### config.mk
export PLATFORM = sky130hd
export DESIGN_NAME = swd_supervisor
export DESIGN_NICKNAME = d
export VERILOG_FILES = /design/src/rtl/swd_pkg.sv /design/src/rtl/swd_tmr_if.sv /design/src/rtl/swd_supervisor.sv /design/src/rtl/swd_timer.sv
export SDC_FILE = /design/constraint.sdc
export NUM_CORES = 1
export LEC_CHECK = 0
export BUFFER_PORTS_ARGS = -buffer_cell sky130_fd_sc_hd__clkbuf_2
export CAP_MARGIN = 10
export CORE_MARGIN = 8
export CORE_UTILIZATION = 45
export DETAILED_ROUTE_END_ITERATION = 8
export PLACE_DENSITY = 0.61
export SYNTH_ARGS = -nofsm -noshare
export SYNTH_HDL_FRONTEND = slang
export SYNTH_HIERARCHICAL = 1
export SYNTH_SLANG_ARGS = --single-unit
### constraint.sdc
create_clock -name aclk -period 7.3 [get_ports aclk]
set_clock_uncertainty 0.05 [all_clocks]
set_input_delay 0.73 -clock aclk [delete_from_list [all_inputs] [get_ports aclk]]
set_output_delay 0.73 -clock aclk [all_outputs]
set_load 0.02 [all_outputs]
### src/rtl/swd_pkg.sv
// Shared constants, register map and state types for the supervisor block.
// Assumes a single 125 MHz clock; all times are turned into cycle counts here.
package swd_pkg;

   // Clock rate in kHz, so that ms * CLK_KHZ gives cycles
   localparam int CLK_KHZ            = 125000;

   // Reset hold-off after the last reset source clears
   localparam int RST_HOLD_MS        = 200;
   localparam int RST_HOLD_CYC       = RST_HOLD_MS * CLK_KHZ;
   // Default watchdog period, and period per nF of timing capacitor
   localparam int WDT_DEF_MS         = 1600;
   localparam int WDT_DEF_CYC        = WDT_DEF_MS * CLK_KHZ;
   localparam int WDT_CAP_US_PER_NF  = 2100;
   localparam int WDT_CAP_CYC_PER_NF = (WDT_CAP_US_PER_NF * CLK_KHZ) / 1000;
   // Fault pulse width (least) and its lead over the fault level
   localparam int FLT_PULSE_MS       = 1;
   localparam int FLT_PULSE_CYC      = FLT_PULSE_MS * CLK_KHZ;
   localparam int FLT_GAP_NS         = 70;
   localparam int FLT_GAP_CYC        = (FLT_GAP_NS * CLK_KHZ + 999999) / 1000000;
   // Chip-enable grace after reset (longest, rounds down)
   localparam int CE_HOLD_US         = 15;
   localparam int CE_HOLD_CYC        = (CE_HOLD_US * CLK_KHZ) / 1000;
   // Least manual-reset low time that clears the block (rounds up)
   localparam int MR_MIN_US          = 15;
   localparam int MR_MIN_CYC         = (MR_MIN_US * CLK_KHZ + 999) / 1000;

   // Register byte offsets
   localparam logic [7:0] ADDR_CAP    = 8'h00;
   localparam logic [7:0] ADDR_STATUS = 8'h04;
   localparam logic [7:0] ADDR_MASK   = 8'h08;
   localparam logic [7:0] ADDR_LIVE   = 8'h0c;

   // Event bit positions in status and mask
   localparam int EV_TIMEOUT = 0;
   localparam int EV_RESET   = 1;
   localparam int EV_MRLONG  = 2;
   localparam int EV_SUPPLY_WARNING_N_OUT = 3;
   localparam int EV_W       = 4;

   // Reset values
   localparam logic [7:0]      CAP_RST  = 8'h0a;
   localparam logic [EV_W-1:0] MASK_RST = 4'h0;

   // Bus responses
   localparam logic [1:0] RESP_OKAY   = 2'b00;
   localparam logic [1:0] RESP_SLVERR = 2'b10;

   // Chip-enable gate states
   typedef enum logic [1:0] {
      CE_OFF   = 2'b00,
      CE_PASS  = 2'b01,
      CE_GRACE = 2'b10
   } swd_ce_type;

endpackage : swd_pkg

### src/rtl/swd_tmr_if.sv
// Link between the supervisor core and its watchdog period counter.
// Assumes both ends share aclk.
`timescale 1ns/100ps
interface swd_tmr_if;
   logic        load;     // Restart the period
   logic        run;      // Count while high
   logic [31:0] period;   // Period in cycles
   logic        expired;  // One-cycle pulse at period end

   modport ctl (output load, output run, output period, input expired);
   modport tmr (input load, input run, input period, output expired);
endinterface : swd_tmr_if

### src/rtl/swd_supervisor.sv
// Supervisor core: reset generation, watchdog, fault outputs, chip-enable gate,
// AXI4-Lite register slave and interrupt. Assumes comparator results and the
// three-level kick input arrive as synchronous digital levels.
// How it works
// [RL1] Reset stays low while manual reset is low and 200 ms after it rises.
// [RL2] Timeout is 1.6 s with select high, else 2.1 ms per nF of capacitor.
// [RL3] Warning output goes low when supply nears reset threshold plus 150 mV.
// [RL4] Kick steady past timeout drives fault low until the next kick change.
// [RL5] Kick at mid level disables the watchdog and holds fault high.
// [RL6] Gated chip enable follows input only when up; grace 15 us on reset.
// [RL7] Fault output is forced high while system reset is asserted.
// [RL8] Reset asserts while supply is low and holds 200 ms after it recovers.
// [RL9] Timeout pulses fault-pulse low at least 1 ms, 70 ns before fault.
// [RL10] Manual reset low 15 us clears counters, sets faults high, blocks enable.
// [RL11] Reset follows the supply and manual-reset comparator results.
// [RL12] Battery switchover has no path into reset generation.
// [RL13] Any kick edge or short pulse restarts the watchdog period.
// [RL14] Supply low disables watchdog and disconnects the kick bias network.
// [RL15] Outside flip-flop may chain fault pulse and fault for double-fault latch.
// [RL16] Kick comes as high, low, mid flags; edges only seen when not mid.
// [RL17] On power-up chip enable stays blocked until reset deasserts.
`timescale 1ns/100ps
module swd_supervisor
   import swd_pkg::*;
#(
   parameter int RST_HOLD       = RST_HOLD_CYC,
   parameter int WDT_DEF        = WDT_DEF_CYC,
   parameter int WDT_CAP_PER_NF = WDT_CAP_CYC_PER_NF,
   parameter int FLT_PULSE      = FLT_PULSE_CYC
)
(
   // Clock and reset
   input  wire logic       aclk,
   input  wire logic       aresetn,
   // Supply comparators
   input  wire logic       supply_low_in,
   input  wire logic       supply_warn_in,
   // Manual reset and timeout select
   input  wire logic       manual_reset_n_in,
   input  wire logic       timeout_select_in,
   // Three-level kick input
   input  wire logic       kick_in_hi,
   input  wire logic       kick_in_lo,
   input  wire logic       kick_in_mid,
   // Chip-enable gate
   input  wire logic       ce_n_in,
   output logic            ce_n_out,
   // Supervisor outputs
   output logic            reset_n_out,
   output logic            supply_warning_n_out,
   output logic            fault_n_out,
   output logic            fault_pulse_n_out,
   output logic            kick_bias_en_out,
   output logic            irq,
   // AXI4-Lite slave
   input  wire logic       s_axi_awvalid,
   output logic            s_axi_awready,
   input  wire logic [7:0] s_axi_awaddr,
   input  wire logic       s_axi_wvalid,
   output logic            s_axi_wready,
   input  wire logic [31:0] s_axi_wdata,
   input  wire logic [3:0] s_axi_wstrb,
   output logic            s_axi_bvalid,
   input  wire logic       s_axi_bready,
   output logic [1:0]      s_axi_bresp,
   input  wire logic       s_axi_arvalid,
   output logic            s_axi_arready,
   input  wire logic [7:0] s_axi_araddr,
   output logic            s_axi_rvalid,
   input  wire logic       s_axi_rready,
   output logic [31:0]     s_axi_rdata,
   output logic [1:0]      s_axi_rresp
);

   swd_tmr_if   tmr ();
   swd_ce_type  ce_st_ff;
   logic [31:0] hold_cnt_ff;
   logic [31:0] pulse_cnt_ff;
   logic [3:0]  gap_cnt_ff;
   logic [10:0] ce_cnt_ff;
   logic [10:0] mr_cnt_ff;
   logic        mr_long_ff;
   logic        kick_lvl_ff;
   logic        reset_n_ff;
   logic        warn_n_ff;
   logic        fault_n_ff;
   logic        fpulse_n_ff;
   logic        ce_n_ff;
   logic        bias_ff;
   logic        irq_ff;
   logic [7:0]  cap_ff;
   logic [EV_W-1:0] mask_ff;
   logic [EV_W-1:0] status_ff;
   logic        aw_hold_ff;
   logic        w_hold_ff;
   logic [7:0]  aw_addr_ff;
   logic [31:0] w_data_ff;
   logic [3:0]  w_strb_ff;
   logic        awready_ff;
   logic        wready_ff;
   logic        bvalid_ff;
   logic [1:0]  bresp_ff;
   logic        arready_ff;
   logic        rvalid_ff;
   logic [31:0] rdata_ff;
   logic [1:0]  rresp_ff;
   logic        rst_src_c;
   logic        rst_c;
   logic        kick_lvl_c;
   logic        kick_edge_c;
   logic        wd_run_c;
   logic        timeout_c;
   logic        aw_take;
   logic        w_take;
   logic        wr_go;
   logic        ar_take;
   logic        rd_clr;
   logic [EV_W-1:0] ev_set;

   // Reset sources: supply comparator and manual-reset comparator only
   assign rst_src_c = supply_low_in || !manual_reset_n_in; // [RL11] [RL12]
   assign rst_c     = rst_src_c || (hold_cnt_ff != 32'h0000_0000);

   // Kick level from the high and low indications; mid masks edges
   assign kick_lvl_c  = kick_in_hi && !kick_in_lo;
   assign kick_edge_c = !kick_in_mid && (kick_lvl_c != kick_lvl_ff); // [RL16]
   assign wd_run_c    = !rst_c && !kick_in_mid; // [RL5] [RL14]
   assign timeout_c   = tmr.expired && wd_run_c;

   // Period counter hookup; period picked by the select pin
   assign tmr.load   = kick_edge_c; // [RL13]
   assign tmr.run    = wd_run_c;
   assign tmr.period = timeout_select_in ? 32'(WDT_DEF) :
                       ((cap_ff == 8'h00) ? 32'h0000_0001 :
                        32'(cap_ff) * 32'(WDT_CAP_PER_NF)); // [RL2]

   swd_timer u_timer (
      .aclk    (aclk),
      .aresetn (aresetn),
      .tmr     (tmr.tmr)
   );

   // Reset hold-off: reload while a source is active, then count out
   always_ff @(posedge aclk)
   begin
      if (!aresetn)
         hold_cnt_ff <= 32'(RST_HOLD);
      else if (rst_src_c)
         hold_cnt_ff <= 32'(RST_HOLD); // [RL1] [RL8]
      else if (hold_cnt_ff != 32'h0000_0000)
         hold_cnt_ff <= hold_cnt_ff - 32'h0000_0001;
   end

   // Reset, warning and bias outputs
   always_ff @(posedge aclk)
   begin
      if (!aresetn)
      begin
         reset_n_ff <= 1'b0;
         warn_n_ff  <= 1'b0;
         bias_ff    <= 1'b0;
      end
      else
      begin
         reset_n_ff <= !rst_c; // [RL1] [RL8] [RL11]
         warn_n_ff  <= !supply_warn_in; // [RL3]
         bias_ff    <= !supply_low_in; // [RL14]
      end
   end

   // Long manual-reset detector
   always_ff @(posedge aclk)
   begin
      if (!aresetn)
      begin
         mr_cnt_ff  <= 11'h000;
         mr_long_ff <= 1'b0;
      end
      else if (manual_reset_n_in)
      begin
         mr_cnt_ff  <= 11'h000;
         mr_long_ff <= 1'b0;
      end
      else if (mr_cnt_ff == 11'(MR_MIN_CYC - 1))
         mr_long_ff <= 1'b1; // [RL10]
      else
         mr_cnt_ff <= mr_cnt_ff + 11'h001;
   end

   // Last seen kick level, tracked only outside mid level
   always_ff @(posedge aclk)
   begin
      if (!aresetn)
         kick_lvl_ff <= 1'b0;
      else if (!kick_in_mid)
         kick_lvl_ff <= kick_lvl_c; // [RL16]
   end

   // Fault pulse, then fault level after the gap; kicks release the level
   always_ff @(posedge aclk)
   begin
      if (!aresetn)
      begin
         fault_n_ff   <= 1'b1;
         fpulse_n_ff  <= 1'b1;
         pulse_cnt_ff <= 32'h0000_0000;
         gap_cnt_ff   <= 4'h0;
      end
      else if (rst_c || kick_in_mid)
      begin
         fault_n_ff   <= 1'b1; // [RL5] [RL7] [RL10] [RL14]
         fpulse_n_ff  <= 1'b1;
         pulse_cnt_ff <= 32'h0000_0000;
         gap_cnt_ff   <= 4'h0;
      end
      else
      begin
         if (timeout_c)
         begin
            fpulse_n_ff  <= 1'b0; // [RL9]
            pulse_cnt_ff <= 32'(FLT_PULSE) - 32'h0000_0001;
         end
         else if (pulse_cnt_ff != 32'h0000_0000)
            pulse_cnt_ff <= pulse_cnt_ff - 32'h0000_0001;
         else
            fpulse_n_ff <= 1'b1;
         // Fault level lags the pulse edge; data for an outside latch
         if (kick_edge_c)
         begin
            fault_n_ff <= 1'b1; // [RL4] [RL13]
            gap_cnt_ff <= 4'h0;
         end
         else if (timeout_c)
            gap_cnt_ff <= 4'(FLT_GAP_CYC); // [RL9] [RL15]
         else if (gap_cnt_ff == 4'h1)
         begin
            fault_n_ff <= 1'b0; // [RL4] [RL9]
            gap_cnt_ff <= 4'h0;
         end
         else if (gap_cnt_ff != 4'h0)
            gap_cnt_ff <= gap_cnt_ff - 4'h1;
      end
   end

   // Chip-enable gate state machine
   always_ff @(posedge aclk)
   begin
      if (!aresetn)
      begin
         ce_st_ff  <= CE_OFF;
         ce_cnt_ff <= 11'h000;
      end
      else
      begin
         unique case (ce_st_ff)
            CE_OFF:
               if (!rst_c)
                  ce_st_ff <= CE_PASS; // [RL17]
            CE_PASS:
               if (rst_c)
               begin
                  ce_st_ff  <= (!ce_n_in && !mr_long_ff) ? CE_GRACE : CE_OFF; // [RL6]
                  ce_cnt_ff <= 11'(CE_HOLD_CYC - 1);
               end
            CE_GRACE:
               if (ce_n_in || mr_long_ff || ce_cnt_ff == 11'h000)
                  ce_st_ff <= CE_OFF; // [RL6] [RL10]
               else
                  ce_cnt_ff <= ce_cnt_ff - 11'h001;
            default:
               ce_st_ff <= CE_OFF;
         endcase
      end
   end

   // Gated output: passes only when enabled or within grace
   always_ff @(posedge aclk)
   begin
      if (!aresetn)
         ce_n_ff <= 1'b1;
      else if (mr_long_ff || ce_st_ff == CE_OFF)
         ce_n_ff <= 1'b1; // [RL10] [RL17]
      else
         ce_n_ff <= ce_n_in; // [RL6]
   end

   // AXI4-Lite handshake decode
   assign aw_take = s_axi_awvalid && awready_ff;
   assign w_take  = s_axi_wvalid && wready_ff;
   assign wr_go   = aw_hold_ff && w_hold_ff && !bvalid_ff;
   assign ar_take = s_axi_arvalid && arready_ff;
   assign rd_clr  = ar_take && (s_axi_araddr == ADDR_STATUS);

   // Write channel: address and data taken in either order
   always_ff @(posedge aclk)
   begin
      if (!aresetn)
      begin
         aw_hold_ff <= 1'b0;
         w_hold_ff  <= 1'b0;
         aw_addr_ff <= 8'h00;
         w_data_ff  <= 32'h0000_0000;
         w_strb_ff  <= 4'h0;
         awready_ff <= 1'b1;
         wready_ff  <= 1'b1;
         bvalid_ff  <= 1'b0;
         bresp_ff   <= RESP_OKAY;
      end
      else
      begin
         if (aw_take)
            aw_addr_ff <= s_axi_awaddr;
         if (w_take)
         begin
            w_data_ff <= s_axi_wdata;
            w_strb_ff <= s_axi_wstrb;
         end
         aw_hold_ff <= (aw_hold_ff || aw_take) && !wr_go;
         w_hold_ff  <= (w_hold_ff || w_take) && !wr_go;
         awready_ff <= !((aw_hold_ff || aw_take) && !wr_go);
         wready_ff  <= !((w_hold_ff || w_take) && !wr_go);
         if (wr_go)
         begin
            bvalid_ff <= 1'b1;
            bresp_ff  <= (aw_addr_ff == ADDR_CAP || aw_addr_ff == ADDR_STATUS ||
                          aw_addr_ff == ADDR_MASK || aw_addr_ff == ADDR_LIVE) ?
                         RESP_OKAY : RESP_SLVERR;
         end
         else if (s_axi_bready)
            bvalid_ff <= 1'b0;
      end
   end

   // Writable registers: capacitor value and interrupt mask
   always_ff @(posedge aclk)
   begin
      if (!aresetn)
      begin
         cap_ff  <= CAP_RST;
         mask_ff <= MASK_RST;
      end
      else if (wr_go && w_strb_ff[0])
      begin
         if (aw_addr_ff == ADDR_CAP)
            cap_ff <= w_data_ff[7:0]; // [RL2]
         if (aw_addr_ff == ADDR_MASK)
            mask_ff <= w_data_ff[EV_W-1:0];
      end
   end

   // Read channel: one cycle from address to data
   always_ff @(posedge aclk)
   begin
      if (!aresetn)
      begin
         arready_ff <= 1'b1;
         rvalid_ff  <= 1'b0;
         rdata_ff   <= 32'h0000_0000;
         rresp_ff   <= RESP_OKAY;
      end
      else if (ar_take)
      begin
         arready_ff <= 1'b0;
         rvalid_ff  <= 1'b1;
         rresp_ff   <= RESP_OKAY;
         unique case (s_axi_araddr)
            ADDR_CAP:    rdata_ff <= {24'h000000, cap_ff};
            ADDR_STATUS: rdata_ff <= {28'h0000000, status_ff};
            ADDR_MASK:   rdata_ff <= {28'h0000000, mask_ff};
            ADDR_LIVE:   rdata_ff <= {26'h0, wd_run_c, ce_st_ff == CE_PASS,
                                      fpulse_n_ff, fault_n_ff, warn_n_ff, reset_n_ff};
            default:
            begin
               rdata_ff <= 32'h0000_0000;
               rresp_ff <= RESP_SLVERR;
            end
         endcase
      end
      else if (rvalid_ff && s_axi_rready)
      begin
         rvalid_ff  <= 1'b0;
         arready_ff <= 1'b1;
      end
   end

   // Sticky events; a new event beats the read clear
   always_comb
   begin
      ev_set             = '0;
      ev_set[EV_TIMEOUT] = timeout_c;
      ev_set[EV_RESET]   = rst_c && reset_n_ff;
      ev_set[EV_MRLONG]  = !manual_reset_n_in && mr_cnt_ff == 11'(MR_MIN_CYC - 1) &&
                           !mr_long_ff;
      ev_set[EV_SUPPLY_WARNING_N_OUT] = supply_warn_in && warn_n_ff;
   end

   always_ff @(posedge aclk)
   begin
      if (!aresetn)
      begin
         status_ff <= '0;
         irq_ff    <= 1'b0;
      end
      else
      begin
         status_ff <= (rd_clr ? '0 : status_ff) | ev_set;
         irq_ff    <= |(((rd_clr ? '0 : status_ff) | ev_set) & mask_ff);
      end
   end

   // Outputs straight from flops
   assign reset_n_out          = reset_n_ff;
   assign supply_warning_n_out = warn_n_ff;
   assign fault_n_out          = fault_n_ff;
   assign fault_pulse_n_out    = fpulse_n_ff;
   assign ce_n_out             = ce_n_ff;
   assign kick_bias_en_out     = bias_ff;
   assign irq                  = irq_ff;
   assign s_axi_awready        = awready_ff;
   assign s_axi_wready         = wready_ff;
   assign s_axi_bvalid         = bvalid_ff;
   assign s_axi_bresp          = bresp_ff;
   assign s_axi_arready        = arready_ff;
   assign s_axi_rvalid         = rvalid_ff;
   assign s_axi_rdata          = rdata_ff;
   assign s_axi_rresp          = rresp_ff;

   // Checks on the outputs against their causes
   property p_mr_reset;
      @(posedge aclk) disable iff (!aresetn)
      !manual_reset_n_in |=> !reset_n_ff;
   endproperty
   a_mr_reset: assert property (p_mr_reset) else $error("Reset not low with manual reset"); // [RL1]

   property p_supply_reset;
      @(posedge aclk) disable iff (!aresetn)
      supply_low_in |=> !reset_n_ff ##1 !reset_n_ff;
   endproperty
   a_supply_reset: assert property (p_supply_reset) else $error("Reset not held on low supply"); // [RL8]

   property p_warn;
      @(posedge aclk) disable iff (!aresetn)
      supply_warn_in |=> !warn_n_ff;
   endproperty
   a_warn: assert property (p_warn) else $error("Warning output not low"); // [RL3]

   property p_fault_hold;
      @(posedge aclk) disable iff (!aresetn)
      !fault_n_ff && !kick_edge_c && !kick_in_mid && !rst_c |=> !fault_n_ff;
   endproperty
   a_fault_hold: assert property (p_fault_hold) else $error("Fault released without kick"); // [RL4]

   property p_mid_off;
      @(posedge aclk) disable iff (!aresetn)
      kick_in_mid |=> fault_n_ff && fpulse_n_ff;
   endproperty
   a_mid_off: assert property (p_mid_off) else $error("Fault active with kick at mid"); // [RL5]

   property p_ce_release;
      @(posedge aclk) disable iff (!aresetn)
      !reset_n_ff && ce_n_in |=> ce_n_ff;
   endproperty
   a_ce_release: assert property (p_ce_release) else $error("Gated enable low after release"); // [RL6]

   property p_rst_fault;
      @(posedge aclk) disable iff (!aresetn)
      !reset_n_ff |-> fault_n_ff;
   endproperty
   a_rst_fault: assert property (p_rst_fault) else $error("Fault low during reset"); // [RL7]

   property p_pulse_lead;
      @(posedge aclk) disable iff (!aresetn)
      $fell(fpulse_n_ff) ##1 (!rst_c && !kick_in_mid && !kick_edge_c)[*8] |=> !fault_n_ff;
   endproperty
   a_pulse_lead: assert property (p_pulse_lead) else $error("Fault did not follow pulse"); // [RL9]

   property p_mr_long;
      @(posedge aclk) disable iff (!aresetn)
      mr_long_ff |=> ce_n_ff && fault_n_ff && fpulse_n_ff;
   endproperty
   a_mr_long: assert property (p_mr_long) else $error("Long manual reset not applied"); // [RL10]

   property p_kick_restart;
      @(posedge aclk) disable iff (!aresetn)
      kick_edge_c && !rst_c |=> fault_n_ff;
   endproperty
   a_kick_restart: assert property (p_kick_restart) else $error("Kick did not clear fault"); // [RL13]

   property p_bias_off;
      @(posedge aclk) disable iff (!aresetn)
      supply_low_in |=> !bias_ff;
   endproperty
   a_bias_off: assert property (p_bias_off) else $error("Kick bias still on"); // [RL14]

   // Main scenarios
   c_timeout: cover property (@(posedge aclk) disable iff (!aresetn) $fell(fpulse_n_ff));
   c_ce_grace: cover property (@(posedge aclk) disable iff (!aresetn)
      ce_st_ff == CE_GRACE ##1 ce_st_ff == CE_OFF);
   c_rst_release: cover property (@(posedge aclk) disable iff (!aresetn) $rose(reset_n_ff));

endmodule : swd_supervisor

### src/rtl/swd_timer.sv
// Watchdog period counter: reloads on request, pulses at each period end.
// Assumes period is at least one cycle and steady while running.
`timescale 1ns/100ps
module swd_timer
   import swd_pkg::*;
(
   // Clock and reset
   input  wire logic aclk,
   input  wire logic aresetn,
   // Control from the core
   swd_tmr_if.tmr    tmr
);

   logic [31:0] cnt_ff;
   logic        exp_ff;

   // Count down, reload at zero and flag the end
   always_ff @(posedge aclk)
   begin
      if (!aresetn)
      begin
         cnt_ff <= 32'h0000_0000;
         exp_ff <= 1'b0;
      end
      else if (tmr.load || !tmr.run || cnt_ff == 32'h0000_0000)
      begin
         cnt_ff <= tmr.period - 32'h0000_0001;
         exp_ff <= tmr.run && !tmr.load;
      end
      else
      begin
         cnt_ff <= cnt_ff - 32'h0000_0001;
         exp_ff <= 1'b0;
      end
   end

   assign tmr.expired = exp_ff;

endmodule : swd_timer

==> run_results.csv <==
group,metric,value,unit
timing,tns,0,ns
clocking,clockBufferDepth,2,
timing,min_period,5.44,ns
clocking,clk_pin_slew,0.07,ns
finish,fin_cells,1556,
global_route,grt_max_degree,42,
job,drv_cap,0,
finish,multi_input_area,6330,µm²
worst_setup_path,reg2reg_from,"cap_ff[4]",
synth,synth_area_leaders,"dfxtp_1 (36%), ha_1 (6.0%), nor2_1 (4.5%)",
finish,fillers,2165,
global_route,grt_antenna_before_repair,0,
detailed_routing,dr.pass1.iters,5,
clocking,htree_levels,4,
synth,yosysWarnings,6,
clocking,cts_setup_buffers,0,
worst_setup_path,cp_max_fo,7,
detailed_routing,drc,0,
synth,ys_async_sr_fraction,0,%
clocking,ctsHoldBuffers,0,
die,core,22600,µm²
die,rows,55,
synth,synth_cells,1201,
die,die_w,168,µm
global_route,grt.total_usage,17.2,%
timing,hold_viol_final,0,
worst_setup_path,startpoint_type,"flip-flop",
clocking,cts_tree,"done",
timing,fin_crit_sh,74.5,%
clocking,cts_root_buf,"clkbuf_16",
synth,avgSynthCellArea,8.64,µm²
finish,diodes,0,
die,start_util,45.8,%
placed_design,hpwl,17.4,mm
power_and_ir_drop,power,0.00218,W
placed_design,portBuffers,61,
global_route,grt-ovfl-total,0,
synth,synth_top_cell_area_share,35.5,%
hold_path,min-delay-start,"aw_addr_ff[6]",
synth,synth.most_common_cell,"dfxtp_1",
worst_setup_path,crit_start,"cap_ff[4]",
finish,drive_gt1_share,10.9,%
synth,synth_flop_cell,"dfxtp_1",
global_route,grt_pass1_vias,8104,
die,die_area,28200,µm²
synth,ys_seq_elements,184,
timing,maxSlewHeadroom,24.6,%
synth,synthTopCellsByCount,"dfxtp_1 (184), nor2_1 (124), nand2_1 (93), nor3_1 (55)",
clocking,insertion_delay,0.43,ns
worst_setup_path,path_class,"reg2reg",
synth,synth_largest_area_cell,"dfxtp_1",
placed_design,dp.cells,1524,
finish,syn_to_final_growth,10.8,%
timing,fmax,184,MHz
timing,maxSlewViolCount,0,
detailed_routing,avgViaCountPerCell,5.44,
synth,yosysSeqAreaShare,35.5,%
die,die_h,168,µm
finish,regArea,3680,µm²
worst_setup_path,crit_arrival,5.74,ns
detailed_routing,vias,8463,
clocking,cts.sinks,184,
detailed_routing,drtIter0Drc,594,
finish,layout.nets,1383,
synth,synth_cell_types,71,
worst_setup_path,crit_required,7.60,ns
detailed_routing,totalWireLength,24.0,mm
hold_path,hp-class,"reg2reg",
worst_setup_path,cp-end-kind,"flip-flop",
power_and_ir_drop,power.static_leakage,4.59,nW
power_and_ir_drop,power_density,189,nW/µm²
run_status,status,"finished, final reports clean",
timing,setup_viol,0,
detailed_routing,drt-wirelength-per-cell,15.4,µm
timing,worst_pin_slew,1.13,ns
die,io_pins,115,
timing,rsz0062_at_grt,"false",
synth,synth_edf_count,0,
detailed_routing,detail-route-antenna-nets,0,
global_route,grt_pass1_wl,40.4,mm
clocking,cts_resized,0,
clocking,numCtsBuffers,17,
synth,synth_area,10400,µm²
placed_design,place.gp.congestion,0.824,
power_and_ir_drop,ir_worst_vdd,0.138,mV
[sequential cells by signal, summed over array words and instances, names as in the netlist, 11 cells and up]
signal,count
ce_cnt_ff,11
u_timer/cnt_ff,32
pulse_cnt_ff,32
mr_cnt_ff,11
hold_cnt_ff,32
[cell usage in the layout, fill, tap and decap left out, drive strengths merged, types with 7 or more instances in the layout]
master  count
dfxtp     184
nor2      124
nand2      93
clkbuf     80
nor3       55
xor2       50
ha         50
xnor2      45
inv        45
conb       41
nor4       40
a21oi      38
nand3      34
o21ai      33
mux2i      32
nor2b      30
a21boi     28
or3        26
a211oi     22
or4        19
nand2b     15
and3       13
nand4      13
or2        12
and2       12
a21o       11
a31oi       9
nor3b       8
a22oi       8
nand4b      8
fa          8
o211ai      7
buf         7
[metrics by stage]
stage / hold slack (ns) / setup WS (ns) / area [µm²] / util, %
floorplan: 0.389 / 2.31 / 10500 / -
global placement: 0.402 / 1.96 / 10900 / 48.0
detailed placement: 0.407 / 1.94 / 10900 / 48.0
CTS: 0.418 / 1.93 / 11500 / 50.8
global route: 0.438 / 1.40 / 11500 / 50.8
finish: 0.415 / 1.86 / 11500 / 50.8
[worst paths after layout]
| kind | to | slack (ns) | depth (start not counted) |
|---|---|---|---|
| setup / recovery | u_timer/cnt_ff[20] | 1.86 | 15 |
| hold / removal | aw_addr_ff[6] | 0.41 | 2 |
| setup reg to reg | u_timer/cnt_ff[20] | 1.86 | 15 |
| hold reg to reg | aw_addr_ff[6] | 0.41 | 2 |
[worst max-delay path: stages, from the launching register on]
cell and delay (ns):
dfxtp_1 0.49, ha_1 0.29, ha_1 0.30, fa_1 0.51
fa_1 0.49, ha_1 0.35, o21ai_0 0.11, o21ai_0 0.35
a21oi_1 0.11, a21boi_0 0.20, or4_1 0.63, or4_1 0.61
nor3_1 0.32, mux2i_1 0.21, o21a_1 0.21, nor3_1 0.11
[final cells by class]
class	count	share of cell area, %
Sequential cell	184	32.0
Timing Repair Buffer	68	3.11
Clock buffer	19	3.85
Multi-Input combinational cell	949	55.1
Inverter	38	1.24
Clock inverter	13	1.53
Tap cell	285	3.10
[cells by family after synthesis]
| group | Yosys count | share of synthesized area [%] |
|---|---|---|
| buffers and inverters | 108 | 4.96 |
| AND/OR/NAND/NOR | 524 | 26.8 |
| adder cells (fa/ha/maj) | 58 | 7.57 |
| other | 1 | 0.0361 |
| XOR/XNOR | 95 | 8.02 |
| multiplexers | 43 | 4.82 |
| flip-flops | 184 | 35.5 |
| AO/OA/AOI/OAI | 188 | 12.3 |
[power by group]
part	internal (W)	switching, W	leakage, nW
Clock	0.000533	0.000439	0.305
Combinational	0.0000603	0.000100	2.79
Sequential	0.00103	0.0000194	1.50
Total	0.00162	0.000558	4.59
[layer usage]
layer  vias up  global-route usage, %  part of all wire, %
met1      3919                   22.6                   48
met4         0                   6.02                  1.8
met5         -                      0                    0
met2       165                   27.3                   44
li1       4348                      -                    -
met3        31                   3.98                  5.2
Note: power is estimated with default switching activity, not from simulation.
